## src/dapo_pkg.sv

```systemverilog
// Purpose: shared constants and carriers for the dual pipelined converter
//          output port.
// Assumes: one converter clock, 100 MHz.
// Notes: stage codes are 2-bit redundant digits in -1..+1.
package dapo_pkg;

	// ==========================================================
	// sizes and timing
	localparam int DAPO_WIDTH = 10;
	localparam int DAPO_STAGES = 9;
	// samples advance one stage per half cycle; the register that takes
	// the sample and four more carry the nine stages, and the output
	// register loads on the fifth edge after the sample edge
	localparam int DAPO_LATENCY_CYCLES = 5;
	localparam int DAPO_PIPE_CYCLES = DAPO_LATENCY_CYCLES;
	localparam logic [9:0] DAPO_ZERO_CODE = 10'h200;
	localparam logic [9:0] DAPO_OUT_RESET = 10'h000;
	localparam logic [1:0] DAPO_DIGIT_RESET = 2'h1;

	// ==========================================================
	// carriers
	// one stage digit: 0 = -1, 1 = 0, 2 = +1 (1.5-bit partial code)
	typedef logic [1:0] dapo_digit_t;
	typedef dapo_digit_t [DAPO_STAGES-1:0] dapo_digits_t;

	typedef struct packed {
		logic [9:0] chan_a;
		logic [9:0] chan_b;
	} dapo_pair_t;

endpackage : dapo_pkg

```

## src/dapo_corrector.sv

```systemverilog
// Purpose: digital error correction for one channel.
// Assumes: digits arrive first stage first in index 8.
// Notes: purely combinational.
`timescale 1ns/10ps
module dapo_corrector (
	input wire dapo_pkg::dapo_digits_t digits_in,
	output logic [9:0] code_out
);

	// ==========================================================
	// overlap-add of redundant digits
	// each stage weighs half the one before; summing signed digits
	// absorbs comparator offsets, so no code is skipped
	logic signed [11:0] acc;
	always_comb begin
		acc = 12'sh000;
		for (int i = 0; i < dapo_pkg::DAPO_STAGES; i++) begin
			acc = acc + ((12'(signed'({1'b0, digits_in[i]})) - 12'sh001)
				<<< i);
		end
		acc = acc + 12'(signed'({1'b0, dapo_pkg::DAPO_ZERO_CODE}));
		if (acc < 12'sh000)
			code_out = 10'h000;
		else if (acc > 12'sh3ff)
			code_out = 10'h3ff;
		else
			code_out = acc[9:0];
	end

endmodule : dapo_corrector

```

## src/dapo_port.sv

```systemverilog
// Purpose: digital side of a dual pipelined converter: stage digits in,
//          two three-state 10-bit words out.
// Assumes: stage digits for a sample are presented with the rising edge
//          that takes the sample; format pin is static.
// Notes: no reset on the device itself; rst_in only sets a known start.
`timescale 1ns/10ps

module dapo_port (
	input wire logic ref_clk_in,
	input wire logic rst_in,
	input wire dapo_pkg::dapo_digits_t chan_a_digits_in,
	input wire dapo_pkg::dapo_digits_t chan_b_digits_in,
	input wire logic twos_comp_sel_in,
	input wire logic output_enable_n_in,
	input wire logic power_down_request_in,
	output logic [9:0] chan_a_out,
	output logic [9:0] chan_a_oe_out,
	output logic [9:0] chan_b_out,
	output logic [9:0] chan_b_oe_out
);

	// ==========================================================
	// state
	typedef struct packed {
		dapo_pkg::dapo_digits_t [dapo_pkg::DAPO_PIPE_CYCLES-1:0] pipe_a;
		dapo_pkg::dapo_digits_t [dapo_pkg::DAPO_PIPE_CYCLES-1:0] pipe_b;
		dapo_pkg::dapo_pair_t word;
		logic [9:0] oe_a;
		logic [9:0] oe_b;
	} dapo_state_t;

	// one channel's whole-cycle pipeline: index 0 is the register that
	// takes the sample on its edge, the last index feeds the corrector
	typedef dapo_pkg::dapo_digits_t [dapo_pkg::DAPO_PIPE_CYCLES-1:0]
		dapo_pipe_t;

	// every stage at its middle digit reads as bipolar zero, so a pipe
	// fresh out of reset walks zero codes to the pins, not garbage
	localparam dapo_pkg::dapo_digits_t DIGITS_IDLE =
		{dapo_pkg::DAPO_STAGES{dapo_pkg::DAPO_DIGIT_RESET}};
	localparam dapo_pipe_t PIPE_IDLE =
		{dapo_pkg::DAPO_PIPE_CYCLES{DIGITS_IDLE}};

	// ==========================================================
	// timing walk of one sample
	// edge 0: digits of the sample land in pipe index 0
	// edges 1 to 4: the digits move one index per edge
	// between edges 4 and 5: the corrector merges the last index
	// edge 5: the output register loads the formatted code
	// the nine half-cycle stages are folded into whole-cycle steps;
	// only the edge on which a code reaches the pins is visible, so
	// nothing finer than a clock edge is kept

	dapo_state_t state_reg;
	dapo_state_t state_next;
	logic [9:0] code_a;
	logic [9:0] code_b;

	// ==========================================================
	// correction of the digits leaving the pipeline
	dapo_corrector u_corr_a (
		.digits_in(state_reg.pipe_a[dapo_pkg::DAPO_PIPE_CYCLES-1]),
		.code_out(code_a)
	);

	dapo_corrector u_corr_b (
		.digits_in(state_reg.pipe_b[dapo_pkg::DAPO_PIPE_CYCLES-1]),
		.code_out(code_b)
	);

	// msb flip converts offset binary to two's complement
	function automatic logic [9:0] dapo_format(input logic [9:0] code,
		input logic twos);
		dapo_format = {code[9] ^ twos, code[8:0]};
	endfunction : dapo_format

	// one whole-cycle step of a channel's pipeline: new digits enter at
	// index 0 and every older entry moves one place on
	function automatic dapo_pipe_t dapo_shift(input dapo_pipe_t pipe,
		input dapo_pkg::dapo_digits_t digits);
		dapo_pipe_t moved;
		moved = pipe;
		moved[0] = digits;
		for (int i = 1; i < dapo_pkg::DAPO_PIPE_CYCLES; i++) begin
			moved[i] = pipe[i-1];
		end
		return moved;
	endfunction : dapo_shift

	// the output register either takes the new formatted code or keeps
	// what the pins show; the pipe keeps running during a hold, so the
	// first word after power-down is already a fresh sample
	function automatic logic [9:0] dapo_pick(input logic [9:0] old_word,
		input logic [9:0] code,
		input logic twos,
		input logic hold);
		logic [9:0] picked;
		picked = old_word;
		if (!hold) begin
			picked = dapo_format(code, twos);
		end
		return picked;
	endfunction : dapo_pick

	// per-bit drive enable for one word; the pins float while the
	// active-low enable is high
	function automatic logic [9:0] dapo_drive(input logic enable_n);
		dapo_drive = {10{~enable_n}};
	endfunction : dapo_drive

	// ==========================================================
	// next state
	always_comb begin
		state_next = state_reg;
		state_next.pipe_a = dapo_shift(state_reg.pipe_a, chan_a_digits_in);
		state_next.pipe_b = dapo_shift(state_reg.pipe_b, chan_b_digits_in);
		// both words load on the same edge from the same controls
		state_next.word.chan_a = dapo_pick(state_reg.word.chan_a, code_a,
			twos_comp_sel_in, power_down_request_in);
		state_next.word.chan_b = dapo_pick(state_reg.word.chan_b, code_b,
			twos_comp_sel_in, power_down_request_in);
		state_next.oe_a = dapo_drive(output_enable_n_in);
		state_next.oe_b = dapo_drive(output_enable_n_in);
	end

	// ==========================================================
	// registers
	always_ff @(posedge ref_clk_in or posedge rst_in) begin
		if (rst_in) begin
			state_reg.pipe_a <= PIPE_IDLE;
			state_reg.pipe_b <= PIPE_IDLE;
			state_reg.word.chan_a <= dapo_pkg::DAPO_OUT_RESET;
			state_reg.word.chan_b <= dapo_pkg::DAPO_OUT_RESET;
			state_reg.oe_a <= 10'h000;
			state_reg.oe_b <= 10'h000;
		end else begin
			state_reg <= state_next;
		end
	end

	assign chan_a_out = state_reg.word.chan_a;
	assign chan_b_out = state_reg.word.chan_b;
	assign chan_a_oe_out = state_reg.oe_a;
	assign chan_b_oe_out = state_reg.oe_b;

endmodule : dapo_port

```

## config.mk

```make
export PLATFORM = sky130hd
export DESIGN_NAME = dapo_port
export DESIGN_NICKNAME = d
export VERILOG_FILES = /design/src/dapo_pkg.sv /design/src/dapo_corrector.sv /design/src/dapo_port.sv
export SDC_FILE = /design/constraint.sdc
export NUM_CORES = 1
export LEC_CHECK = 0
export BUFFER_PORTS_ARGS = -buffer_cell sky130_fd_sc_hd__buf_2
export CAP_MARGIN = 20
export CORE_MARGIN = 3
export CORE_UTILIZATION = 50
export CTS_CLUSTER_DIAMETER = 40
export CTS_CLUSTER_SIZE = 12
export DETAILED_ROUTE_END_ITERATION = 7
export GPL_TIMING_DRIVEN = 0
export PLACE_DENSITY = 0.72
export RECOVER_POWER = 100
export SLEW_MARGIN = 20
export SYNTH_ARGS = -nofsm -noshare
export SYNTH_HDL_FRONTEND = slang
export SYNTH_SLANG_ARGS = --single-unit
```

## constraint.sdc

```tcl
create_clock -name ref_clk_in -period 5.8 [get_ports ref_clk_in]
set_input_delay 0.87 -clock ref_clk_in [delete_from_list [all_inputs] [get_ports ref_clk_in]]
set_output_delay 0.87 -clock ref_clk_in [all_outputs]
set_load 0.01 [all_outputs]
```

==> flow_metrics.tcl, run 1 <==
set metrics [dict create \
    start_util 0.515 \
    largest_register_ffs 144 \
    synth_top_area_frac 0.310 \
    setup_viol 0 \
    rsz0062_at_grt "false" \
    wl_per_cell_um 12.6 \
    grt_max_degree 41 \
    min_period_over_period 0.939 \
    antenna_found_initial 0 \
    clk_path_buf_depth 3 \
    core_um2 17400 \
    crit_chain "inv_1 > ha_1 > inv_1 > fa_1 > inv_1 > fa_1 > fa_1 > inv_1 > fa_1 > inv_1 > ha_1 > fa_1 > a21o_1 > a21oi_1 > xnor2_1 > nor2_1 > or4_1 > nand3_1" \
    post_cts_buffers 0 \
    grt_pass1_vias 4907 \
    violations "capacitance limit, slew limit" \
    placed_area_um2 9750 \
    row_count 48 \
    layout.cells.non_filler 985 \
    numCtsBuffers 23 \
    p_switching_mw 1.89 \
    die-area_um2 19600 \
    syn_nets 812 \
    ir_drop_mv 0.348 \
    io_buffers 80 \
    drive_above_1_share 0.292 \
    cp-end-kind "register" \
    clock_latency_ns 0.49 \
    grt_overflow 0 \
    clkSlewWorstSetupHoldPaths_ns 0.06 \
    synthTopCellsByArea "dfrtp_1 31%, dfstp_2 26%, fa_1 17%" \
    p_int_mw 3.36 \
    required_ns 6.22 \
    p_leak_nw 5.16 \
    hold_viol_final 0 \
    min_path_type "reg -> reg" \
    die_h_um 140 \
    clock.fmax_mhz 184 \
    finalSetupTns_ns 0 \
    clockRootBuffer "clkbuf_16" \
    cp_max_fo 10 \
    dp.cells 945 \
    seqPwrFrac 0.312 \
    synth_area_leader_cell "dfrtp_1" \
    combinationalPowerShare 0.438 \
    crit_type "reg -> reg" \
    syn_avg_cell_area_um2 14.1 \
    syn-cell-area_um2 8960 \
    nets 922 \
    htree_num_levels 1 \
    ys_ff_latch 201 \
    route.detailed.drc 0 \
    area_growth_pct 15.4 \
    num_vias 4260 \
    die_x_um 140 \
    tightest_slew_ns 1.91 \
    cts_sinks 201 \
    gp_congestion 0.813 \
    p_per_area_nw_per_um2 508 \
    routed_wirelength_um 12400 \
    maxSlewViolCount 118 \
    yosys_warnings 0 \
    power_frac_clock 0.250 \
    ys_seq_area_frac 0.574 \
    drt_pre_antenna_iters 4 \
    syn_inst 635 \
    io_pins 81 \
    final_area_um2 10300 \
    period_needed_ns 5.45 \
    worst_setup_path_start_kind "register" \
    cap_violations 3 \
    critPathArrivalTime_ns 5.86 \
    initialDrtViolationCount 214 \
    grt_pass1_wl_um 22700 \
    p_sw_frac 0.360 \
    fillCellCount 1332 \
    hpwlAfterDp_um 9320 \
    cpPeakStageDelay_ns 0.56 \
    n_antenna_cell 0 \
    vias_per_cell 4.32 \
    synth_cell_type_count 23 \
    grt_use_total 0.139 \
    ant_nets 0 \
    status "finished, violations left" \
    fin_skew_ns 0.0108 \
    crit_slowest_cell "fa_1" \
    cts_tree "yes" \
    slew_headroom -0.275 \
]
-- layout make-up --
| cell class | count | area [µm²] | area share |
|---|---|---|---|
| Sequential cell | 201 | 5140 | 0.497 |
| Buffer | 46 | 324 | 0.0313 |
| Tap cell | 225 | 282 | 0.0272 |
| Inverter | 145 | 546 | 0.0527 |
| Multi-Input combinational cell | 243 | 2960 | 0.286 |
| Clock inverter | 6 | 70.1 | 0.00677 |
| Timing Repair Buffer | 85 | 397 | 0.0383 |
| Clock buffer | 34 | 627 | 0.0606 |
-- worst max-delay path: cells and delay by family, from the launching register on --
family / cells / cell delay (ns)
adders and majority gates: 7 / 3.03
and+or+nand+nor: 3 / 0.65
AOI/OAI and AO/OA: 2 / 0.35
DFF: 1 / 0.51
xor gates and xnor gates: 1 / 0.36
buffers and inverters: 5 / 0.45
-- layer usage --
metal / global-route usage / up-vias / part of all wire
met3: 0.0283 / 21 / 0.062
met1: 0.194 / 2047 / 0.46
li1: - / 2083 / -
met2: 0.225 / 109 / 0.46
met5: 0 / - / 0
met4: 0.0408 / 0 / 0.019
-- through the flow --
step	utilization	power [mW]	setup slack, ns	hold slack, ns
6_report	0.594	5.25	0.354	0.341
4_1_cts	0.600	5.34	0.303	0.343
3_5_place_dp	0.560	3.97	0.302	0.335
5_1_grt	0.594	5.73	0.0415	0.348
3_3_place_gp	0.554	3.87	0.451	0.332
2_1_floorplan	-	3.45	0.694	0.331
-- path summary, 6_finish.rpt --
path,startpoint,endpoint,slack [ns],cells after the start
worst max-delay path,state_reg[118]$_DFF_PP1_,chan_b_out[9]$_DFFE_PP0N_,0.35,18
worst min-delay path,state_next[89]$_DFF_PP0_,state_next[107]$_DFF_PP0_,0.34,0
worst max register to register,state_reg[118]$_DFF_PP1_,chan_b_out[9]$_DFFE_PP0N_,0.35,18
worst min register to register,state_next[89]$_DFF_PP0_,state_next[107]$_DFF_PP0_,0.34,0
max in group asynchronous,rst_in,state_reg[209]$_DFF_PP0_,1.29,5
min in group asynchronous,rst_in,state_next[67]$_DFF_PP0_,0.44,2
-- kinds of logic (layout without fill, tap and decap cells) --
logic type | Yosys count | after routing | share of synthesized area
adders and majority gates | 136 | 136 | 0.253
and+or+nand+nor | 49 | 49 | 0.0226
xor gates and xnor gates | 26 | 26 | 0.0285
AOI/OAI and AO/OA | 32 | 32 | 0.0248
buffers and inverters | 191 | 316 | 0.0970
DFF | 201 | 201 | 0.574
-- repair_timing --
action	in CTS	in global routing
setup endpoints to repair	0	1
hold endpoints to repair	0	0
resized for setup	0	1
hold buffers	0	0
-- cell usage in the layout, fill, tap and decap left out, types with 3 or more instances in the layout --
master,instances
nand3_1,5
clkbuf_1,38
xnor2_1,18
buf_4,20
a21o_1,4
ha_1,60
dfstp_2,87
clkbuf_4,20
o31ai_1,18
dfrtp_1,111
inv_1,144
clkbuf_16,23
nor2_1,20
xor2_1,5
buf_2,61
nand2_1,20
a21oi_1,6
fa_1,76
dfstp_1,3
-- power groups by stage --
stage                     Clock [mW]  Sequential (mW)  Combinational [mW]
after global routing            1.43             1.66                2.65
after CTS                       1.36             1.64                2.34
after floorplan                    0             1.64                1.81
after global placement             0             1.65                2.22
final                           1.31             1.64                2.30
after detailed placement           0             1.66                2.31
-- synth_stat cells --
master and instances:
inv_1 145, ha_1 60, nand2_1 20, or4_1 2, buf_2 2, xnor3_1 2
a21oi_1 6, o21bai_1 1, xnor2_1 19, o21ai_0 1, dfrtp_1 111, nor2b_1 1
fa_1 76, a21o_1 4, nand4_1 1, xor2_1 5, clkbuf_1 4, o31ai_1 18
nor2_1 20, nand3_1 5, buf_4 40, dfstp_2 90, a22oi_1 2
Power figures use the tool's default switching activity.
==> inputs of run 2 (changes only) <==
==> constraint.sdc (replaced) <==
create_clock -name ref_clk_in -period 5.8 [get_ports ref_clk_in]
set_input_delay 1.45 -clock ref_clk_in [delete_from_list [all_inputs] [get_ports ref_clk_in]]
set_output_delay 1.45 -clock ref_clk_in [all_outputs]
set_load 0.01 [all_outputs]
==> run 2 against run 1 <==
Effect of this change:
- the flow still finishes with violations (capacitance limit, slew limit)
- wire length is essentially flat
- setup slack improved by 0.0024 ns
- hold slack is the same
- combinational power about the same
- core utilization grew 0.10 points
- global-route usage stayed put
- critical path depth is the same
- clock-buffer cell count unchanged
- largest power group unchanged
==> flow_metrics.tcl, run 2 (synthesized netlist as in run 1, its figures left out) <==
set metrics [dict create \
    mostFrequentLayoutCells "144 x inv_1, 111 x dfrtp_1, 87 x dfstp_2, 76 x fa_1, 61 x buf_2" \
    die_x_um 140 \
    fin_util 0.595 \
    clk_path_buf_depth 3 \
    fillCellCount 1330 \
    grt_pass1_vias 4907 \
    period_needed_ns 5.44 \
    rsz0062_at_grt "false" \
    slew_headroom -0.275 \
    drt_pre_antenna_iters 4 \
    cts_tree "yes" \
    die_h_um 140 \
    p_per_area_nw_per_um2 507 \
    routed_wirelength_um 12400 \
    layout.cells.non_filler 985 \
    violations "capacitance limit, slew limit" \
    final_area_um2 10400 \
    ir_drop_mv 0.348 \
    finalSetupTns_ns 0 \
    largest_register_ffs 144 \
    n_antenna_cell 0 \
    row_count 48 \
    start_util 0.515 \
    clockRootBuffer "clkbuf_16" \
    dp.cells 945 \
    critPathArrivalTime_ns 5.86 \
    io_buffers 80 \
    num_vias 4272 \
    die-area_um2 19600 \
    grt_use_total 0.139 \
    ant_nets 0 \
    status "finished, violations left" \
    gp_congestion 0.813 \
    setup_viol 0 \
    crit_slowest_cell "fa_1" \
    clock.fmax_mhz 184 \
    nets 922 \
    post_cts_buffers 0 \
    fin_skew_ns 0.0108 \
    numCtsBuffers 23 \
    vias_per_cell 4.34 \
    min_path_type "reg -> reg" \
    placed_area_um2 9750 \
    hold_viol_final 0 \
    clock_latency_ns 0.49 \
    cap_violations 3 \
    min_period_over_period 0.939 \
    p_leak_nw 5.16 \
    initialDrtViolationCount 208 \
    maxSlewViolCount 117 \
    antenna_found_initial 0 \
    cts_sinks 201 \
    grt_pass1_wl_um 22700 \
    clkSlewWorstSetupHoldPaths_ns 0.06 \
    wl_per_cell_um 12.6 \
    crit_chain "inv_1 > ha_1 > inv_1 > fa_1 > inv_1 > fa_1 > fa_1 > inv_1 > fa_1 > inv_1 > ha_1 > fa_1 > a21o_1 > a21oi_1 > xnor2_1 > nor2_1 > or4_1 > nand3_1" \
    core_um2 17400 \
    drive_above_1_share 0.292 \
    cpPeakStageDelay_ns 0.56 \
    required_ns 6.22 \
    grt_overflow 0 \
    whs_ns 0.341 \
    io_pins 81 \
    htree_num_levels 1 \
    grt_max_degree 41 \
    route.detailed.drc 0 \
    crit_type "reg -> reg" \
    hpwlAfterDp_um 9320 \
    final_common_cell "inv_1" \
    area_growth_pct 15.6 \
    cp_max_fo 10 \
    cp-end-kind "register" \
    worst_setup_path_start_kind "register" \
    tightest_slew_ns 1.91 \
]
[run 2: path summary, 6_finish.rpt]
| kind | slack [ns] | endpoint | start | depth (start not counted) |
|---|---|---|---|---|
| max | 0.36 | chan_b_out[9]$_DFFE_PP0N_ | state_reg[118]$_DFF_PP1_ | 18 |
| min | 0.34 | state_next[107]$_DFF_PP0_ | state_next[89]$_DFF_PP0_ | 0 |
| max reg2reg | 0.36 | chan_b_out[9]$_DFFE_PP0N_ | state_reg[118]$_DFF_PP1_ | 18 |
| min reg2reg | 0.34 | state_next[107]$_DFF_PP0_ | state_next[89]$_DFF_PP0_ | 0 |
| max in group asynchronous | 0.87 | state_reg[210]$_DFF_PP1_ | rst_in | 5 |
| min in group asynchronous | 1.02 | state_next[67]$_DFF_PP0_ | rst_in | 2 |
[run 2: timing repair]
item,in CTS,in global routing
setup endpoints to repair,0,1
gates resized for setup,0,1
hold buffers,0,0
[run 2: area by class of cell]
cell class	count	area [µm²]	share of cell area
Clock buffer	34	627	0.0605
Buffer	46	324	0.0313
Tap cell	225	282	0.0272
Timing Repair Buffer	85	414	0.0400
Sequential cell	201	5140	0.496
Clock inverter	6	70.1	0.00676
Multi-Input combinational cell	243	2960	0.286
Inverter	145	546	0.0526
[run 2: routing by layer]
metal  track usage  wire (µm)  vias to the layer above
li1              -          -                     2083
met1         0.194       5690                     2061
met2         0.225       5760                      107
met3        0.0283        744                       21
met4        0.0408        242                        0
met5             0          0                        -
[run 2: critical path: cells and delay by family (launching register included)]
family	cells	cell delay [ns]
compound gates	2	0.35
xor+xnor	1	0.36
fa+ha+maj	7	3.03
buf+inv	5	0.45
flops	1	0.51
simple gates	3	0.65
[run 2: through the flow]
stage	total power [mW]	setup slack [ns]
after global routing	5.73	0.0300
final	5.25	0.356
after floorplan	3.45	0.694
after CTS	5.34	0.303
after detailed placement	3.97	0.302
after global placement	3.87	0.451
[run 2: report_power, final]
group / switching [mW] / internal, mW
clock network: 0.517 / 0.796
logic: 1.32 / 0.985
registers: 0.0587 / 1.58
total: 1.89 / 3.36
==> inputs of run 3 (changes only) <==
- CORE_MARGIN: 3 -> 2
- GPL_TIMING_DRIVEN: 0 -> unset
==> run 3 against run 2 <==
Effect of this change:
- the flow still finishes with violations (capacitance limit, slew limit)
- global-route usage increased by 0.19 points
- core utilization fell by 2.2 points
- sequential cell count unchanged
- sequential share of layout area rose by 1.9 points
- wire length shrank 3.8%
- clock-buffer cell count decreased by 1
- cell count is 5.2% lower
- die area fell by 2.8%
- combinational power fell by 4%
- cell area is 3.6% lower
- clock power about the same
- sequential power is essentially flat
- critical endpoint unchanged
==> flow_metrics.tcl, run 3 (synthesized netlist as in run 1, its figures left out) <==
set metrics [dict create \
    drive_above_1_share 0.226 \
    grt_use_met3 0.0289 \
    num_vias 4095 \
    die_h_um 138 \
    grt_pass1_wl_um 21100 \
    min_period_over_period 0.934 \
    route.detailed.drc 0 \
    grt_overflow 0 \
    preCtsSetupSlack_ns 0.355 \
    antenna_found_initial 0 \
    p_per_area_nw_per_um2 514 \
    required_ns 6.22 \
    mostFrequentLayoutCells "144 x inv_1, 111 x dfrtp_1, 87 x dfstp_2, 76 x fa_1, 60 x ha_1" \
    final_area_um2 9990 \
    cap_violations 3 \
    ir_drop_mv 0.390 \
    nets 874 \
    io_pins 81 \
    regToRegSetupSlack_ns 0.38 \
    post_cts_buffers 0 \
    grt_use_total 0.141 \
    grt_use_met1 0.198 \
    reg2reg_to "chan_b_out[9]$_DFFE_PP0N_" \
    io_buffers 80 \
    slew_headroom -0.873 \
    initialDrtViolationCount 181 \
    start_util 0.515 \
    met2_usage 0.226 \
    p_leak_nw 4.90 \
    crit_type "reg -> reg" \
    regToRegStartpoint "state_reg[118]$_DFF_PP1_" \
    setup_viol 0 \
    placed_area_um2 9370 \
    largest_register_ffs 144 \
    hold_depth 0 \
    min_path_type "reg -> reg" \
    core_um2 17400 \
    drt_pre_antenna_iters 4 \
    cts_sinks 201 \
    status "finished, violations left" \
    holdCritStartpoint "state_next[89]$_DFF_PP0_" \
    wl_per_cell_um 12.8 \
    clock_latency_ns 0.49 \
    postCtsHoldBufs 0 \
    tightest_slew_ns 2.81 \
    clock.fmax_mhz 185 \
    gp_congestion 0.875 \
    ff2ff_path_depth 18 \
    grt_max_degree 101 \
    finalSetupTns_ns 0 \
    clkSlewWorstSetupHoldPaths_ns 0.06 \
    cp-end-kind "register" \
    critPathArrivalTime_ns 5.84 \
    grt-busiest-layer "met2" \
    routed_wirelength_um 12000 \
    fin_skew_ns 0.0150 \
    htree_num_levels 1 \
    worst_setup_path_start_kind "register" \
    final_common_cell "inv_1" \
    hold_viol_final 0 \
    area_growth_pct 11.4 \
    row_count 48 \
    violations "capacitance limit, slew limit" \
    clk_path_buf_depth 3 \
    holdPathEnd "state_next[107]$_DFF_PP0_" \
    cp_max_fo 10 \
    die_x_um 138 \
    numCtsBuffers 22 \
    grt_pass1_vias 4483 \
    cts_tree "yes" \
    period_needed_ns 5.42 \
    maxSlewViolCount 206 \
    hpwlAfterDp_um 8770 \
    rsz0062_at_grt "false" \
    n_antenna_cell 0 \
    layout_setup_ws_ns 0.382 \
    ctsResizeCount 0 \
    vias_per_cell 4.38 \
    die-area_um2 19000 \
    clockRootBuffer "clkbuf_16" \
    ant_nets 0 \
]
run 3: cell type report:
class / count / area (µm²)
multi-input combinational: 243 / 2950
timing repair buffer: 84 / 374
tap: 225 / 282
sequential: 201 / 5140
clock buffer: 33 / 643
fill: 1350 / 7430
clock inverter: 3 / 50.0
inverter: 145 / 546
run 3: worst max path at each step:
stage	from	slack, ns	depth (start not counted)	endpoint
finish	state_reg[118]$_DFF_PP1_	0.38	18	chan_b_out[9]$_DFFE_PP0N_
global route	state_reg[118]$_DFF_PP1_	0.07	18	chan_b_out[9]$_DFFE_PP0N_
CTS	state_reg[118]$_DFF_PP1_	0.36	18	chan_b_out[9]$_DFFE_PP0N_
detailed placement	state_reg[118]$_DFF_PP1_	0.35	18	chan_b_out[9]$_DFFE_PP0N_
global placement	state_reg[118]$_DFF_PP1_	0.56	18	chan_b_out[9]$_DFFE_PP0N_
floorplan	state_reg[124]$_DFF_PP1_	0.69	17	chan_b_out[9]$_DFFE_PP0N_
run 3: power breakdown:
part           internal (mW)  total, mW  switching, mW
logic                  0.926       2.20           1.27
registers               1.58       1.64         0.0549
clock network          0.807       1.30          0.491
run 3: stage by stage:
stage                     total power, mW  instances  hold slack (ns)  utilization
after CTS                            5.23        934            0.343        0.578
after global routing                 5.62        934            0.351        0.574
after global placement               3.81        898            0.333        0.538
after floorplan                      3.45        635            0.331            -
final                                5.13        934            0.340        0.574
after detailed placement             3.89        898            0.335        0.538
run 3: per-layer routing:
| metal | part of all wire | wire (µm) |
|---|---|---|
| met1 | 0.46 | 5530 |
| met3 | 0.059 | 709 |
| met4 | 0.017 | 202 |
| met2 | 0.46 | 5510 |
| met5 | 0 | 0 |
run 3: critical path, cell delays in order (launching register included):
cell,delay (ns)
dfstp_2,0.51
inv_1,0.06
ha_1,0.26
inv_1,0.21
fa_1,0.45
inv_1,0.08
fa_1,0.43
fa_1,0.55
inv_1,0.06
fa_1,0.52
inv_1,0.05
ha_1,0.33
fa_1,0.46
a21o_1,0.20
a21oi_1,0.18
xnor2_1,0.35
nor2_1,0.13
or4_1,0.41
nand3_1,0.09
